===== src/design/asmp_defines.svh =====
// timing counts and pin idle values for the static memory port
`ifndef ASMP_DEFINES_SVH
`define ASMP_DEFINES_SVH
`define ASMP_SETUP_CYC   4'h2
`define ASMP_ACCESS_CYC  4'h4
`define ASMP_HOLD_CYC    4'h1
`define ASMP_STROBE_IDLE 1'b1
`define ASMP_BE_IDLE     2'h3
`define ASMP_BE_BOTH     2'h0
`define ASMP_BE_UPPER    2'h1
`define ASMP_BE_LOWER    2'h2
`define ASMP_BE_HI_BIT   1
`endif


===== src/design/asmp_pkg.sv =====
// types for the asynchronous static memory port
package asmp_pkg;
	typedef enum logic [1:0] {
		ASMP_IDLE   = 2'h0,
		ASMP_SETUP  = 2'h1,
		ASMP_ACCESS = 2'h3,
		ASMP_HOLD   = 2'h2
	} asmp_state_t;

	typedef struct packed {
		logic        write;
		logic [1:0]  bank;
		logic [23:0] addr;
		logic [1:0]  lanes;
	} asmp_req_t;
endpackage


===== src/design/asmp_port.sv =====
// asynchronous static memory port: select, strobes, byte lanes and ready wait
`timescale 1ns/100ps
`include "asmp_defines.svh"
module asmp_port
	import asmp_pkg::*;
#(
	parameter int ADDR_W = 24,
	parameter int BANKS  = 4
) (
	input  wire logic              mclk,
	input  wire logic              srst,
	input  wire logic              req_valid,
	input  wire asmp_req_t         req,
	output logic                   req_ready,
	output logic                   done,
	input  wire logic              mem_ready_in,
	output logic [ADDR_W-1:0]      mem_addr_bus,
	output logic [BANKS-1:0]       bank_select_n,
	output logic [1:0]             byte_lane_enable_n,
	output logic                   mem_output_enable_n,
	output logic                   mem_read_enable_n,
	output logic                   mem_write_enable_n
);
	// the request struct fixes the address and bank widths
	if (ADDR_W != 24 || BANKS != 4) begin : g_param_check
		$error("asmp_port: only ADDR_W=24 and BANKS=4 are supported");
	end

	asmp_state_t state;
	asmp_state_t next_state;
	logic [3:0]  cnt;
	asmp_req_t   cur;

	function automatic logic [BANKS-1:0] bank_onehot_n(input logic [1:0] b);
		logic [BANKS-1:0] v;
		v = '1;
		v[b] = 1'b0;
		return v;
	endfunction

	// new request only when idle, so a stalled access is never replaced
	assign req_ready = (state == ASMP_IDLE);

	always_comb begin
		next_state = state;
		case (state)
			ASMP_IDLE: begin
				if (req_valid)
					next_state = ASMP_SETUP;
			end
			ASMP_SETUP: begin
				if (cnt == 4'h1)
					next_state = ASMP_ACCESS;
			end
			ASMP_ACCESS: begin
				if (cnt <= 4'h1 && mem_ready_in)
					next_state = ASMP_HOLD;
			end
			ASMP_HOLD: begin
				if (cnt == 4'h1)
					next_state = ASMP_IDLE;
			end
			default: next_state = ASMP_IDLE;
		endcase
	end

	always_ff @(posedge mclk) begin
		if (srst)
			state <= ASMP_IDLE;
		else
			state <= next_state;
	end

	// counter reloads on each phase entry; it saturates at one while waiting on ready
	always_ff @(posedge mclk) begin
		if (srst)
			cnt <= 4'h0;
		else if (next_state != state) begin
			case (next_state)
				ASMP_SETUP:  cnt <= `ASMP_SETUP_CYC;
				ASMP_ACCESS: cnt <= `ASMP_ACCESS_CYC;
				ASMP_HOLD:   cnt <= `ASMP_HOLD_CYC;
				default:     cnt <= 4'h0;
			endcase
		end else if (cnt > 4'h1)
			cnt <= cnt - 4'h1;
	end

	always_ff @(posedge mclk) begin
		if (srst)
			cur <= '0;
		else if (req_valid && req_ready)
			cur <= req;
	end

	always_ff @(posedge mclk) begin
		if (srst)
			done <= 1'b0;
		else
			done <= (state == ASMP_HOLD) && (next_state == ASMP_IDLE);
	end

	always_ff @(posedge mclk) begin
		if (srst)
			mem_addr_bus <= '0;
		else if (req_valid && req_ready)
			mem_addr_bus <= req.addr;
	end

	// select spans setup, access and hold
	always_ff @(posedge mclk) begin
		if (srst)
			bank_select_n <= '1;
		else if (next_state == ASMP_IDLE)
			bank_select_n <= '1;
		else if (state == ASMP_IDLE)
			bank_select_n <= bank_onehot_n(req.bank);
	end

	// lanes stand for the whole access inverted lanes give 01 upper, 10 lower
	always_ff @(posedge mclk) begin
		if (srst)
			byte_lane_enable_n <= `ASMP_BE_IDLE;
		else if (next_state == ASMP_IDLE)
			byte_lane_enable_n <= `ASMP_BE_IDLE;
		else if (state == ASMP_IDLE)
			byte_lane_enable_n <= ~req.lanes;
	end

	// output enable from setup entry of a read
	always_ff @(posedge mclk) begin
		if (srst)
			mem_output_enable_n <= `ASMP_STROBE_IDLE;
		else if (state == ASMP_IDLE && next_state == ASMP_SETUP)
			mem_output_enable_n <= req.write;
		else if (next_state == ASMP_HOLD || next_state == ASMP_IDLE)
			mem_output_enable_n <= `ASMP_STROBE_IDLE;
	end

	// read enable at access entry write enable through access only idle high
	always_ff @(posedge mclk) begin
		if (srst) begin
			mem_read_enable_n  <= `ASMP_STROBE_IDLE;
			mem_write_enable_n <= `ASMP_STROBE_IDLE;
		end else begin
			mem_read_enable_n  <= !(next_state == ASMP_ACCESS && !cur.write);
			mem_write_enable_n <= !(next_state == ASMP_ACCESS && cur.write);
		end
	end

	chk_upper_lane: assert property (@(posedge mclk) disable iff (srst)
		(state == ASMP_IDLE && req_valid && req.write && req.lanes == 2'h2)
		|=> byte_lane_enable_n == `ASMP_BE_UPPER)
		else $error("upper byte write lanes wrong");
	chk_lower_lane: assert property (@(posedge mclk) disable iff (srst)
		(state == ASMP_IDLE && req_valid && req.write && req.lanes == 2'h1)
		|=> byte_lane_enable_n == `ASMP_BE_LOWER)
		else $error("lower byte write lanes wrong");
	chk_lane_stable: assert property (@(posedge mclk) disable iff (srst)
		(state != ASMP_IDLE && $past(state) != ASMP_IDLE) |-> $stable(byte_lane_enable_n))
		else $error("byte lanes changed mid access");
	chk_oe_setup: assert property (@(posedge mclk) disable iff (srst)
		(state == ASMP_IDLE && req_valid && !req.write) |=> !mem_output_enable_n)
		else $error("output enable late for read setup");
	chk_re_access: assert property (@(posedge mclk) disable iff (srst)
		$rose(state == ASMP_ACCESS) |-> (mem_read_enable_n == cur.write))
		else $error("read enable not at access start");
	chk_we_phase: assert property (@(posedge mclk) disable iff (srst)
		!mem_write_enable_n |-> (state == ASMP_ACCESS && cur.write))
		else $error("write enable outside write access");
	chk_ready_wait: assert property (@(posedge mclk) disable iff (srst)
		(state == ASMP_ACCESS && !mem_ready_in) |=> state == ASMP_ACCESS)
		else $error("access left without ready");
	chk_select_held: assert property (@(posedge mclk) disable iff (srst)
		(state != ASMP_IDLE && $past(state) != ASMP_IDLE) |-> !(&bank_select_n))
		else $error("bank select dropped mid access");
	chk_idle_quiet: assert property (@(posedge mclk) disable iff (srst)
		(state == ASMP_IDLE && $past(state) == ASMP_IDLE) |-> (&bank_select_n
		&& mem_output_enable_n && mem_read_enable_n && mem_write_enable_n
		&& byte_lane_enable_n == `ASMP_BE_IDLE))
		else $error("strobe active while idle");

	chk_oe_span: assert property (@(posedge mclk) disable iff (srst)
		(state != ASMP_IDLE) |-> (mem_output_enable_n == (cur.write || state == ASMP_HOLD)))
		else $error("output enable wrong during access");
	chk_re_phase: assert property (@(posedge mclk) disable iff (srst)
		!mem_read_enable_n |-> (state == ASMP_ACCESS && !cur.write))
		else $error("read enable outside read access");
	chk_we_whole: assert property (@(posedge mclk) disable iff (srst)
		(state == ASMP_ACCESS && cur.write) |-> !mem_write_enable_n)
		else $error("write enable gap in write access");
	chk_done_ready: assert property (@(posedge mclk) disable iff (srst)
		done |-> $past(mem_ready_in, 2))
		else $error("access ended without ready");
	chk_done_pulse: assert property (@(posedge mclk) disable iff (srst)
		done |=> !done)
		else $error("done longer than one cycle");

	cov_read: cover property (@(posedge mclk) disable iff (srst)
		!mem_read_enable_n ##[1:20] done);
	cov_write: cover property (@(posedge mclk) disable iff (srst)
		!mem_write_enable_n ##[1:20] done);
	cov_wait: cover property (@(posedge mclk) disable iff (srst)
		(state == ASMP_ACCESS && cnt == 4'h1 && !mem_ready_in)[*3]);
	cov_back_to_back: cover property (@(posedge mclk) disable iff (srst)
		done && req_valid && req_ready);
	cov_upper_write: cover property (@(posedge mclk) disable iff (srst)
		!mem_write_enable_n && byte_lane_enable_n == `ASMP_BE_UPPER);
endmodule


===== config.mk =====
export PLATFORM = sky130hd
export DESIGN_NAME = asmp_port
export DESIGN_NICKNAME = d
export VERILOG_FILES = /design/src/design/asmp_pkg.sv /design/src/design/asmp_port.sv
export VERILOG_INCLUDE_DIRS = /design/src /design/src/design
export SDC_FILE = /design/constraint.sdc
export NUM_CORES = 1
export LEC_CHECK = 0
export BUFFER_PORTS_ARGS = -buffer_cell sky130_fd_sc_hd__buf_4
export CAP_MARGIN = 0
export CORE_MARGIN = 2
export CORE_UTILIZATION = 51
export CTS_CLUSTER_SIZE = 24
export DETAILED_ROUTE_END_ITERATION = 10
export PLACE_DENSITY = 0.84
export SLEW_MARGIN = 20
export SYNTH_ARGS = -nofsm -noshare
export SYNTH_HDL_FRONTEND = slang
export SYNTH_SLANG_ARGS = --single-unit

===== constraint.sdc =====
create_clock -name mclk -period 4.3 [get_ports mclk]
set_clock_uncertainty 0.05 [all_clocks]
set_input_delay 0.215 -clock mclk [delete_from_list [all_inputs] [get_ports mclk]]
set_output_delay 0.215 -clock mclk [all_outputs]
set_load 0.005 [all_outputs]

==> impl_metrics.csv <==
group,metric,value,unit
grt,grt_overflow,0,
synth,syn_area,1673,µm²
run,maxCapViolCount,0,
clocking,path_clk_slew,120,ps
routing,totalWireLength,3871,µm
timing,period_share,48.19,%
synth,yosys_warnings,0,
floorplanning,dieWidth,61.27,µm
clocking,clock_sinks,41,
synth,synthSimpleGateAreaFrac,26.10,%
setup_path,crit_path_start_kind,"flip-flop",
placed_design,dpl_worst_slack,2270,ps
clocking,post_cts_buffers,0,
timing,grt_setup_unrepaired,"false",
outcome,status,"completed",
setup_path,crit_path_end_kind,"flip-flop",
clocking,clock_tree.root_cell,"clkbuf_4",
final_layout,instances_no_fill,307,
final_layout,drive_gt1_share,31.94,%
timing,worstMarginPinSlew,894.5,ps
routing,drtIter0Drc,55,
routing,avgViaCountPerCell,5.179,
timing,hold_viol,0,
timing,layout_min_cycle_time,2072,ps
synth,synth_top_cell_by_area,"dfxtp_1",
pwr,power.leakage,0.9489,nW
routing,vias,1590,
timing,setup_viol,0,
timing,fin_setup_tns,0,ps
placed_design,place_hpwl,2726,µm
synth,seq_area_frac_synth,49.07,%
floorplanning,dieArea,3754,µm²
routing,drt-wirelength-per-cell,12.61,µm
clocking,cts_tree,"done",
routing,drc,0,
placed_design,place.gp.congestion,0.7779,
synth,synth_fa_ha_area_share,1.496,%
setup_path,worst-path-max-fanout,25,
timing,fin_ws,2228,ps
synth,ys_ff_latch,41,
synth,muxShareOfSynthArea,0,%
grt,grtUsageTotal,22.40,%
synth,yosysUniqueCellTypes,42,
synth,synthCells,201,
synth,ys.flop_type,"dfxtp_1",
setup_path,cp_data_required_time,4530,ps
synth,synth_nets,236,
synth,synth_top_cell_area_share,49.07,%
timing,finalMaxSlewViolations,0,
synth,synth_compound_area_share,17.58,%
clocking,postCtsHoldBufs,0,
placed_design,dp.cells,299,
grt,grt_pass1_vias,1473,
clocking,clock_latency,350,ps
synth,synthTopCellsByArea,"dfxtp_1 (49%), nand2_1 (13%), a21oi_1 (8.1%)",
synth,synthXorXnorAreaFrac,1.571,%
clocking,clock_path_buffers,2,
setup_path,crit_type,"reg -> reg",
final_layout,multi_input_area,782.0,µm²
pwr,power_density,449.2,nW/µm²
synth,synthTopCellsByCount,"nand2_1 (60), dfxtp_1 (41), a21oi_1 (27)",
floorplanning,io_pins,68,
floorplanning,rows,20,
timing,maxSlewHeadroom,40.37,%
pwr,peakVddDrop,279.3,µV
synth,synth_most_common_cell,"nand2_1",
routing,drtPass1Iterations,4,
final_layout,nets,297,
synth,synth_top_family_by_area,"simple AND/OR/NAND/NOR gates",
placed_design,io_buffers,67,
setup_path,cp_data_arrival_time,2300,ps
floorplanning,start_util,54.35,%
clocking,htreeDepth,2,
grt,antenna_found_initial,0,
synth,synth_edf_count,0,
clocking,ctsResizeCount,0,
grt,grt_max_degree,36,
final_layout,fin_util,72.72,%
final_layout,antenna_cells,0,
floorplanning,coreArea,3078,µm²
synth,async_reset_ff_share,0,%
timing,fmax,0.4826,GHz
clocking,cts_made_buffers,5,
min_path,hold_class,"in -> reg",
synth,synth_area_per_cell,8.323,µm²
routing,postRouteAntennaNets,0,
floorplanning,die_h,61.27,µm
final_layout,fillerInstances,247,
grt,grt_pass1_wl,6092,µm
final_layout,area_growth,33.81,%
final_layout,seqCellArea,820.8,µm²
-- flip-flops by register name (all words and copies together) (netlist names) --
signal and cells:
mem_addr_bus 24, bank_select_n 4, cnt 4, byte_lane_enable_n 2
state 2, cur 1, done 1, mem_output_enable_n 1
mem_read_enable_n 1, mem_write_enable_n 1
-- placed cells by master, fill, tap and decap left out, types with 2 or more instances in the layout --
master | Yosys | layout
clkbuf_4 | 0 | 5
nor2_1 | 5 | 5
clkbuf_8 | 0 | 2
nor3_1 | 2 | 2
inv_1 | 2 | 2
nand2_1 | 60 | 60
nand3b_1 | 2 | 2
ha_1 | 2 | 2
nor3b_1 | 3 | 3
nor2b_1 | 4 | 4
a21oi_1 | 27 | 27
xor2_1 | 2 | 2
buf_4 | 2 | 67
dfxtp_1 | 41 | 41
nor4_1 | 2 | 2
o21ai_0 | 7 | 7
nand4_1 | 2 | 2
or2_1 | 2 | 2
o21ai_1 | 2 | 2
-- cell type report --
| cell class | instances | area share, % |
|---|---|---|
| clock inverters | 1 | 0.2236 |
| inverters | 2 | 0.3354 |
| flip-flops and latches | 41 | 36.67 |
| clock buffers | 7 | 2.907 |
| well taps | 44 | 2.459 |
| multi-input cells | 145 | 34.94 |
| repair buffers | 67 | 22.47 |
-- critical path, cell delays in order (launching register included) --
cell and delay, ps:
dfxtp_1 540, nor2_4 360, and2_1 770, nand2_1 120, a21oi_1 160
-- worst paths after layout --
check	endpoint	startpoint	cells after the start	slack, ps
worst max-delay path	mem_addr_bus[7]$_SDFFE_PP0P_	state[1]$_SDFF_PP0_	4	2230
worst min register to register	mem_write_enable_n$_SDFF_PP1_	cur[28]$_SDFFE_PP0P_	1	360
worst min-delay path	mem_addr_bus[4]$_SDFFE_PP0P_	req[6]	3	50
worst max register to register	mem_addr_bus[7]$_SDFFE_PP0P_	state[1]$_SDFF_PP0_	4	2230
-- per-layer routing --
| layer | vias up | global-route usage, % | part of all wire, % |
|---|---|---|---|
| li1 | 802 | - | - |
| met1 | 727 | 25.53 | 42 |
| met2 | 55 | 38.30 | 50 |
| met3 | 6 | 6.933 | 6.4 |
| met4 | 0 | 10.25 | 1.9 |
| met5 | - | 0 | 0 |
-- cell families (layout without fill, tap and decap cells) --
group / Yosys count / count (layout)
AOI/OAI and AO/OA: 48 / 48
and+or+nand+nor: 92 / 92
DFF: 41 / 41
xor gates and xnor gates: 3 / 3
buffers and inverters: 15 / 77
adders and majority gates: 2 / 2
-- per-stage QoR --
stage	hold WS, ps	power, mW	area, µm²
5_1_grt	25.71	1.075	2238
3_3_place_gp	325.9	0.7861	2168
6_report	46.08	1.006	2238
2_1_floorplan	301.0	0.6900	1673
4_1_cts	35.01	1.013	2238
3_5_place_dp	340.7	0.7958	2168
-- where the power goes --
group	internal, mW	total [mW]	leakage (nW)	switching [mW]
clock	0.0948	0.216	0.0413	0.121
sequential	0.424	0.465	0.336	0.0418
combinational	0.153	0.325	0.571	0.171
total	0.672	1.01	0.949	0.334
(Power assumes the default switching activity.)
